$ cat config.mk
export PLATFORM = sky130hd
export DESIGN_NAME = perit_timer
export DESIGN_NICKNAME = d
export VERILOG_FILES = /design/src/common/perit_pkg.sv /design/src/perit_prescaler.sv /design/src/perit_counter.sv /design/src/perit_timer.sv
export SDC_FILE = /design/constraint.sdc
export NUM_CORES = 1
export LEC_CHECK = 0
export ABC_AREA = 0
export BUFFER_PORTS_ARGS = -buffer_cell sky130_fd_sc_hd__buf_2
export CORE_UTILIZATION = 46
export DETAILED_ROUTE_END_ITERATION = 8
export PLACE_DENSITY = 0.68
export SYNTH_ARGS = -nofsm -noshare
export SYNTH_HDL_FRONTEND = slang
export SYNTH_HIERARCHICAL = 1
export SYNTH_SLANG_ARGS = --single-unit
$ cat constraint.sdc
create_clock -name i_clk -period 3.5 [get_ports i_clk]
set_input_delay 0.35 -clock i_clk [delete_from_list [all_inputs] [get_ports i_clk]]
set_output_delay 0.35 -clock i_clk [all_outputs]
set_load 0.1 [all_outputs]
$ cat src/common/perit_pkg.sv
package perit_pkg;

    // ------------------------------------------------------------
    // Bus geometry
    // ------------------------------------------------------------
    localparam int ADDR_W = 5;
    localparam int DATA_W = 32;

    // ------------------------------------------------------------
    // Register byte offsets
    // ------------------------------------------------------------
    localparam logic [ADDR_W-1:0] OFS_STATUS = 5'h00;
    localparam logic [ADDR_W-1:0] OFS_CNT_HI = 5'h04;
    localparam logic [ADDR_W-1:0] OFS_CNT_LO = 5'h08;
    localparam logic [ADDR_W-1:0] OFS_MOD_HI = 5'h0c;
    localparam logic [ADDR_W-1:0] OFS_MOD_LO = 5'h10;

    // ------------------------------------------------------------
    // Status and control field positions
    // ------------------------------------------------------------
    localparam int BIT_FLAG = 7;
    localparam int BIT_IE   = 6;
    localparam int BIT_HALT = 5;
    localparam int BIT_CLR  = 4;
    localparam int PS_LSB   = 0;
    localparam int PS_W     = 3;

    // ------------------------------------------------------------
    // Widths and reset values
    // ------------------------------------------------------------
    localparam int              CNT_W    = 16;
    localparam int              PRE_W    = 6;
    localparam logic            RST_IE   = 1'b0;
    localparam logic            RST_HALT = 1'b1;
    localparam logic [PS_W-1:0] RST_PS   = 3'h0;
    localparam logic [PS_W-1:0] PS_MAX   = 3'h6;
    localparam logic [CNT_W-1:0] RST_MOD = 16'hffff;
    localparam logic [CNT_W-1:0] RST_CNT = 16'h0000;
    localparam logic [PRE_W-1:0] RST_PRE = 6'h00;

    // ------------------------------------------------------------
    // Types
    // ------------------------------------------------------------
    typedef struct packed {
        logic            ie;
        logic            halt;
        logic [PS_W-1:0] ps;
    } perit_ctrl_t;

    typedef enum logic [1:0] {
        BUS_IDLE   = 2'b01,
        BUS_ANSWER = 2'b10
    } perit_bus_state_t;

endpackage

$ cat src/perit_prescaler.sv
`timescale 1ns/1ps
module perit_prescaler (
    input  wire logic                       i_clk,
    input  wire logic                       i_reset,
    input  wire logic                       i_clear,
    input  wire logic                       i_run,
    input  wire logic [perit_pkg::PS_W-1:0] i_sel,
    output logic                            o_tick
);
    import perit_pkg::*;

    logic [PRE_W-1:0] div_r;
    logic [PRE_W-1:0] div_nxt;
    logic [PRE_W-1:0] mask;
    logic [PS_W-1:0]  sel_eff;

    // Code 7 behaves as divide by 64
    assign sel_eff = (i_sel > PS_MAX) ? PS_MAX : i_sel;

    // Low bits that must all be set for a tick
    genvar gi;
    generate
        for (gi = 0; gi < PRE_W; gi = gi + 1) begin : g_mask
            assign mask[gi] = (PS_W'(gi) < sel_eff);
        end
    endgenerate

    assign o_tick  = i_run & ((div_r & mask) == mask);
    assign div_nxt = i_clear ? RST_PRE : (i_run ? div_r + 6'h01 : div_r);

    // Divider chain
    always_ff @(posedge i_clk) begin
        if (i_reset) begin
            div_r <= RST_PRE;
        end else begin
            div_r <= div_nxt;
        end
    end
endmodule

$ cat src/perit_counter.sv
`timescale 1ns/1ps
module perit_counter (
    input  wire logic                        i_clk,
    input  wire logic                        i_reset,
    input  wire logic                        i_clear,
    input  wire logic                        i_tick,
    input  wire logic [perit_pkg::CNT_W-1:0] i_modulo,
    output logic      [perit_pkg::CNT_W-1:0] o_count,
    output logic                             o_reach
);
    import perit_pkg::*;

    logic [CNT_W-1:0] cnt_r;
    logic [CNT_W-1:0] cnt_step;
    logic [CNT_W-1:0] cnt_nxt;

    // Wrap to zero on the tick after a match
    assign cnt_step = (cnt_r == i_modulo) ? RST_CNT : cnt_r + 16'h0001;
    assign cnt_nxt  = i_clear ? RST_CNT : (i_tick ? cnt_step : cnt_r);
    assign o_reach  = i_tick & ~i_clear & (cnt_step == i_modulo);
    assign o_count  = cnt_r;

    // Count register
    always_ff @(posedge i_clk) begin
        if (i_reset) begin
            cnt_r <= RST_CNT;
        end else begin
            cnt_r <= cnt_nxt;
        end
    end
endmodule

$ cat src/perit_timer.sv
// Local design decisions: the Avalon-MM slave port and the address map.
`timescale 1ns/1ps
module perit_timer (
    input  wire logic                         i_clk,
    input  wire logic                         i_reset,
    // Avalon-MM slave
    input  wire logic [perit_pkg::ADDR_W-1:0] i_avs_address,
    input  wire logic                         i_avs_read,
    input  wire logic                         i_avs_write,
    input  wire logic [perit_pkg::DATA_W-1:0] i_avs_writedata,
    input  wire logic [3:0]                   i_avs_byteenable,
    output logic      [perit_pkg::DATA_W-1:0] o_avs_readdata,
    output logic                              o_avs_waitrequest,
    // System state inputs
    input  wire logic                         i_wait_mode,
    input  wire logic                         i_stop_mode,
    input  wire logic                         i_break,
    input  wire logic                         i_break_clear_enable,
    // Interrupt request
    output logic                              o_irq
);
    import perit_pkg::*;

    // ------------------------------------------------------------
    // Declarations
    // ------------------------------------------------------------
    perit_bus_state_t bus_state_r;
    perit_bus_state_t bus_state_nxt;
    perit_ctrl_t      ctrl_r;
    perit_ctrl_t      ctrl_nxt;

    logic [DATA_W-1:0] readdata_r;
    logic [DATA_W-1:0] rd_mux;
    logic [CNT_W-1:0]  snap_r;
    logic [7:0]        lo_buf_r;
    logic              lo_held_r;
    logic [7:0]        mod_hi_r;
    logic [7:0]        mod_lo_r;
    logic              inhibit_r;
    logic              flag_r;
    logic              flag_nxt;
    logic              arm_r;
    logic              arm_nxt;
    logic              seen_flag_r;
    logic              arm_set;
    logic              arm_drop;

    logic              req;
    logic              answer;
    logic              capture;
    logic              acc_ok;
    logic              wr_acc;
    logic              rd_acc;
    logic              hit_status;
    logic              hit_cnt_hi;
    logic              hit_cnt_lo;
    logic              hit_mod_hi;
    logic              hit_mod_lo;
    logic              wr_status;
    logic              rd_status;
    logic              rd_cnt_hi;
    logic              rd_cnt_lo;
    logic              wr_mod_hi;
    logic              wr_mod_lo;
    logic [7:0]        wbyte;

    logic              brk_lock;
    logic              clr_cmd;
    logic              run;
    logic              tick;
    logic              reach;
    logic              ovf_evt;
    logic              clear_ok;
    logic [CNT_W-1:0]  count;
    logic [CNT_W-1:0]  modulo;
    logic [7:0]        status_byte;

    // ------------------------------------------------------------
    // Bus handshake
    // ------------------------------------------------------------

    // One wait state: data captured, then answered
    assign req     = i_avs_read | i_avs_write;
    assign answer  = req & (bus_state_r == BUS_ANSWER);
    assign capture = req & (bus_state_r == BUS_IDLE);
    assign o_avs_waitrequest = req & ~answer;
    assign o_avs_readdata    = readdata_r;

    // Register access is refused in wait mode
    assign acc_ok = ~i_wait_mode;
    assign wr_acc = answer & i_avs_write & i_avs_byteenable[0] & acc_ok;
    assign rd_acc = answer & i_avs_read & acc_ok;
    assign wbyte  = i_avs_writedata[7:0];

    // Bus state machine
    always_comb begin
        bus_state_nxt = bus_state_r;
        case (bus_state_r)
            BUS_IDLE: begin
                if (req) begin
                    bus_state_nxt = BUS_ANSWER;
                end
            end
            BUS_ANSWER: begin
                bus_state_nxt = BUS_IDLE;
            end
            default: begin
                bus_state_nxt = BUS_IDLE;
            end
        endcase
    end

    always_ff @(posedge i_clk) begin
        if (i_reset) begin
            bus_state_r <= BUS_IDLE;
        end else begin
            bus_state_r <= bus_state_nxt;
        end
    end

    // ------------------------------------------------------------
    // Address decode
    // ------------------------------------------------------------
    assign hit_status = (i_avs_address == OFS_STATUS);
    assign hit_cnt_hi = (i_avs_address == OFS_CNT_HI);
    assign hit_cnt_lo = (i_avs_address == OFS_CNT_LO);
    assign hit_mod_hi = (i_avs_address == OFS_MOD_HI);
    assign hit_mod_lo = (i_avs_address == OFS_MOD_LO);

    assign wr_status = wr_acc & hit_status;
    assign rd_status = rd_acc & hit_status;
    assign rd_cnt_hi = rd_acc & hit_cnt_hi;
    assign rd_cnt_lo = rd_acc & hit_cnt_lo;
    assign wr_mod_hi = wr_acc & hit_mod_hi;
    assign wr_mod_lo = wr_acc & hit_mod_lo;

    // ------------------------------------------------------------
    // Read data
    // ------------------------------------------------------------

    // Clear bit always reads zero
    assign status_byte = {flag_r, ctrl_r.ie, ctrl_r.halt, 1'b0,
                          1'b0, ctrl_r.ps};

    // Read mux; unmapped or refused reads return zero
    always_comb begin
        rd_mux = '0;
        if (i_wait_mode) begin
            rd_mux = '0;
        end else if (hit_status) begin
            rd_mux[7:0] = status_byte;
        end else if (hit_cnt_hi) begin
            rd_mux[7:0] = count[15:8];
        end else if (hit_cnt_lo) begin
            rd_mux[7:0] = lo_held_r ? lo_buf_r : count[7:0];
        end else if (hit_mod_hi) begin
            rd_mux[7:0] = mod_hi_r;
        end else if (hit_mod_lo) begin
            rd_mux[7:0] = mod_lo_r;
        end
    end

    // Capture read data and a count snapshot
    always_ff @(posedge i_clk) begin
        if (i_reset) begin
            readdata_r <= '0;
            snap_r     <= RST_CNT;
        end else if (capture) begin
            readdata_r <= rd_mux;
            snap_r     <= count;
        end
    end

    // High byte read latches the low byte until low is read
    always_ff @(posedge i_clk) begin
        if (i_reset) begin
            lo_buf_r  <= 8'h00;
            lo_held_r <= 1'b0;
        end else if (rd_cnt_hi && !lo_held_r) begin
            lo_buf_r  <= snap_r[7:0];
            lo_held_r <= 1'b1;
        end else if (rd_cnt_lo) begin
            lo_held_r <= 1'b0;
        end
    end

    // ------------------------------------------------------------
    // Control fields
    // ------------------------------------------------------------

    // Enable, halt and rate select are plain read/write
    always_comb begin
        ctrl_nxt = ctrl_r;
        if (wr_status) begin
            ctrl_nxt.ie   = wbyte[BIT_IE];
            ctrl_nxt.halt = wbyte[BIT_HALT];
            ctrl_nxt.ps   = wbyte[PS_LSB +: PS_W];
        end
    end

    always_ff @(posedge i_clk) begin
        if (i_reset) begin
            ctrl_r.ie   <= RST_IE;
            ctrl_r.halt <= RST_HALT;
            ctrl_r.ps   <= RST_PS;
        end else begin
            ctrl_r <= ctrl_nxt;
        end
    end

    // Self-clearing counter clear strobe
    assign clr_cmd = wr_status & wbyte[BIT_CLR];

    // ------------------------------------------------------------
    // Modulo registers
    // ------------------------------------------------------------

    // High byte write blocks overflow until low byte lands
    always_ff @(posedge i_clk) begin
        if (i_reset) begin
            mod_hi_r  <= RST_MOD[15:8];
            mod_lo_r  <= RST_MOD[7:0];
            inhibit_r <= 1'b0;
        end else if (wr_mod_hi) begin
            mod_hi_r  <= wbyte;
            inhibit_r <= 1'b1;
        end else if (wr_mod_lo) begin
            mod_lo_r  <= wbyte;
            inhibit_r <= 1'b0;
        end
    end

    assign modulo = {mod_hi_r, mod_lo_r};

    // ------------------------------------------------------------
    // Counting path
    // ------------------------------------------------------------

    // Halt, stop mode and break all freeze the count
    assign run = ~ctrl_r.halt & ~i_stop_mode & ~i_break;

    perit_prescaler u_prescaler (
        .i_clk   (i_clk),
        .i_reset (i_reset),
        .i_clear (clr_cmd),
        .i_run   (run),
        .i_sel   (ctrl_r.ps),
        .o_tick  (tick)
    );

    perit_counter u_counter (
        .i_clk    (i_clk),
        .i_reset  (i_reset),
        .i_clear  (clr_cmd),
        .i_tick   (tick),
        .i_modulo (modulo),
        .o_count  (count),
        .o_reach  (reach)
    );

    // ------------------------------------------------------------
    // Overflow flag
    // ------------------------------------------------------------

    // Match sets the flag unless the modulo update is pending
    assign ovf_evt = reach & ~inhibit_r;

    // Break without clear enable blocks flag clearing and arming
    assign brk_lock = i_break & ~i_break_clear_enable;

    // Second step of the clear: write 0 after arming
    assign clear_ok = wr_status & ~wbyte[BIT_FLAG]
                      & arm_r & ~brk_lock;

    // Flag value returned by the read being answered
    always_ff @(posedge i_clk) begin
        if (i_reset) begin
            seen_flag_r <= 1'b0;
        end else if (capture) begin
            seen_flag_r <= flag_r;
        end
    end

    // Arm only on a flag that software was shown
    assign arm_set  = rd_status & seen_flag_r & ~brk_lock;
    assign arm_drop = wr_status & ~brk_lock;

    // Arming: set by a read seeing the flag, voided by overflow
    always_comb begin
        arm_nxt = arm_r;
        if (ovf_evt) begin
            arm_nxt = 1'b0;
        end else if (arm_set) begin
            arm_nxt = 1'b1;
        end else if (arm_drop) begin
            arm_nxt = 1'b0;
        end
    end

    // Set wins over clear; writing 1 never sets
    always_comb begin
        flag_nxt = flag_r;
        if (ovf_evt) begin
            flag_nxt = 1'b1;
        end else if (clear_ok) begin
            flag_nxt = 1'b0;
        end
    end

    always_ff @(posedge i_clk) begin
        if (i_reset) begin
            flag_r <= 1'b0;
            arm_r  <= 1'b0;
        end else begin
            flag_r <= flag_nxt;
            arm_r  <= arm_nxt;
        end
    end

    // ------------------------------------------------------------
    // Interrupt request
    // ------------------------------------------------------------

    // Level request, also usable as wait-mode wake
    assign o_irq = flag_r & ctrl_r.ie;

endmodule

==> results.toml <==
[cells_and_area]
areaGrowthSynthToFinish_pct = 13.32
finalNetCount = 673
antenna_cells = 0
final_cells = 759
fin_util_pct = 53.70
drive_gt1_share_pct = 18.21
fill_cells = 913

[floorplanning]
die_x_um = 102.1
core_region_area_sq_mm = 0.009729
die-area_sq_mm = 0.01043
start_util_pct = 47.39
ios = 83
die_h_um = 102.1
num_rows = 36

[power]
cellLeakagePower_nw = 2.021
ir_worst_vdd_uv = 272.7
p_per_area_mw_per_mm2 = 375.3

[logic_synthesis]
syn_area_per_cell_sq_um = 7.991
synth_edf_count = 0
synth_warnings = 6
syn_area_sq_mm = 0.004611
synth_seq_cells = 74
synthCells = 577
yosysSeqAreaShare_pct = 32.13
async_flop_share_pct = 0
synth_ff_type = "dfxtp_1"
ys_types = 70

[grt]
use_met3_pct = 4.651
antenna_found_initial = 0
overflow = 0
grtUsageMet1_pct = 32.98
grt_max_degree = 36
grt-busiest-layer = "met2"
track_usage_pct = 24.56
grt_pass1_vias = 3833
grt_pass1_wl_mm = 19.49
use_met2_pct = 39.55

[worst_hold_path]
worst_hold_path_type = "input port to flop"
holdPathStages = 3
min_from = "i_avs_writedata[5]"

[setup_path]
startpoint = "u_counter/o_count[0]$_SDFFE_PP0P_"
cp-end-kind = "flop"
worstPathRequired_ps = 3750
start_kind = "flop"
timing.rr.start = "u_counter/o_count[0]$_SDFFE_PP0P_"
worstPathMaxFanout = 9
criticalPathCategory = "flop to flop"
worstPathArrival_ps = 3610
reg2reg_depth = 11

[clocking]
cts_buffer_depth = 2
cts_sinks = 74
path_clk_slew_ps = 80
ctsHoldBuffers = 0
insertion_delay_ps = 350
clock-root-buffer = "clkbuf_8"
cts_tree = "yes"
cts_buffers = 9
h-tree-depth = 3

[timing]
rsz0062_at_grt = "no"
hold_violations = 0
fin_crit_ps = 3357
worstMarginPinSlew_ps = 742.3
drv_slew = 0
fin_crit_sh_pct = 95.90
skew_ps = 10.17
finalSetupViolations = 0
fmaxAchievable_mhz = 297.9
timing.slew.headroom_pct = 49.23

[route]
wl_per_cell_um = 16.66
first_pass_iters = 5
wl_mm = 12.64
drt_iter0_drc = 289
final_antenna_net_count = 0
route.detailed.drc = 0
num_vias = 4309
vias_per_cell = 5.677

[placed_design]
gp_congestion = 0.9283
dp_hpwl_mm = 9.409
portBuffers = 31
placed_cells = 741

[outcome]
status = "complete, no violations"

[run]
maxCapViolCount = 0
## layout make-up
cell class	instances	area, sq um	area share [%]
well taps	133	166.4	3.185
clock buffers	9	123.9	2.371
repair buffers	67	425.4	8.142
multi-input cells	442	2783	53.26
clock inverters	6	137.6	2.634
flip-flops and latches	74	1484	28.40
inverters	28	105.1	2.011
## synthesized netlist by cell type (3+ instances only)
| cell | n | share of area [%] |
|---|---|---|
| a2111oi_0 | 6 | 1.1 |
| a211o_1 | 7 | 1.3 |
| a211oi_1 | 3 | 0.49 |
| a21oi_1 | 39 | 4.2 |
| a221oi_1 | 6 | 1.1 |
| a22oi_1 | 6 | 0.98 |
| a31oi_1 | 3 | 0.41 |
| and2_1 | 5 | 0.68 |
| buf_2 | 11 | 1.2 |
| buf_4 | 24 | 3.9 |
| clkbuf_1 | 17 | 1.4 |
| dfxtp_1 | 74 | 32 |
| inv_1 | 27 | 2.2 |
| mux2i_1 | 25 | 5.4 |
| nand2_1 | 69 | 5.6 |
| nand2_2 | 4 | 0.54 |
| nand2b_1 | 9 | 1.2 |
| nand3_1 | 15 | 1.6 |
| nand3b_1 | 7 | 1.1 |
| nand4_1 | 5 | 0.68 |
| nor2_1 | 40 | 3.3 |
| nor2b_1 | 12 | 1.6 |
| nor3_1 | 9 | 0.98 |
| nor3b_1 | 5 | 0.81 |
| nor4_1 | 9 | 1.2 |
| o211ai_2 | 6 | 1.6 |
| o21ai_0 | 32 | 3.5 |
| o32ai_1 | 3 | 0.57 |
| or2_2 | 3 | 0.41 |
| or3_1 | 10 | 1.4 |
| xnor2_1 | 11 | 2.1 |
| xor2_1 | 25 | 4.7 |
## worst paths after layout
check	slack [ps]	to
setup / recovery	140	flag_r$_SDFFE_PP0P_
hold / removal	260	ctrl_r[3]$_SDFFE_PP1P_
setup reg to reg	140	flag_r$_SDFFE_PP0P_
hold reg to reg	460	snap_r[3]$_SDFFE_PP0P_
## layer usage
| layer | part of all wire, % | up-vias | routed length [um] |
|---|---|---|---|
| met5 | 0 | - | 0 |
| met4 | 2.3 | 0 | 296 |
| met3 | 6.3 | 25 | 794 |
| met2 | 47 | 175 | 5893 |
| met1 | 45 | 2030 | 5659 |
| li1 | - | 2079 | - |
## state kept, by name, summed over array words and instances, names as in the netlist, 5 cells and up
register,cells
ctrl_r,5
lo_buf_r,8
mod_hi_r,8
mod_lo_r,8
o_avs_readdata,8
snap_r,8
u_counter/o_count,16
u_prescaler/div_r,6
## per-stage QoR
| step | setup slack [ps] | instance area, sq um | total power [mW] | hold WS, ps | setup TNS (ps) |
|---|---|---|---|---|---|
| global route | 7.527 | 5225 | 2.022 | 263.5 | 0 |
| global placement | -20.94 | 4932 | 1.093 | 442.2 | -20.94 |
| CTS | 7.619 | 5195 | 1.979 | 248.3 | 0 |
| finish | 143.3 | 5225 | 1.961 | 259.5 | 0 |
| detailed placement | -140.9 | 4932 | 1.096 | 446.7 | -140.9 |
| floorplan | 663.6 | 4697 | 1.079 | 435.7 | 0 |
## cell usage in the layout (no fill, tap or decap), types with 11 or more instances in the layout
master,count
a21oi_1,39
buf_2,31
buf_4,36
conb_1,24
dfxtp_1,72
inv_1,27
mux2i_1,25
nand2_1,69
nand3_1,15
nor2_1,40
nor2b_1,12
o21ai_0,32
xnor2_1,11
xor2_1,25
## repair_timing
item                                    4_1_cts  5_1_grt
endpoints found under the setup margin        1        1
setup buffers                                 0        3
pin swaps                                     0        2
gates resized for setup                       1        2
## where the power goes
| group | switching (mW) | total [mW] | internal, mW |
|---|---|---|---|
| clock network | 0.336 | 0.883 | 0.547 |
| registers | 0.00304 | 0.848 | 0.845 |
| logic | 0.201 | 0.231 | 0.0300 |
## worst max-delay path, cell delays in order (launching register included)
cell and delay (ps):
dfxtp_1 520, xor2_1 120, nor4_1 400, nand4_1 330, buf_4 280, o21ai_0 120, xnor2_1 150, a2111o_1 380
nor4_2 310, nor2b_1 300, nor3b_1 80, a311oi_1 270
## cells by family after synthesis
group           share of synthesized area [%]
fa+ha+maj                              0.5427
compound gates                          19.38
mux                                     5.427
xor+xnor                                6.838
other cells                           0.08133
buf+inv                                 9.660
flops                                   32.13
simple gates                            25.94
Note: power is estimated with default switching activity, not from simulation.
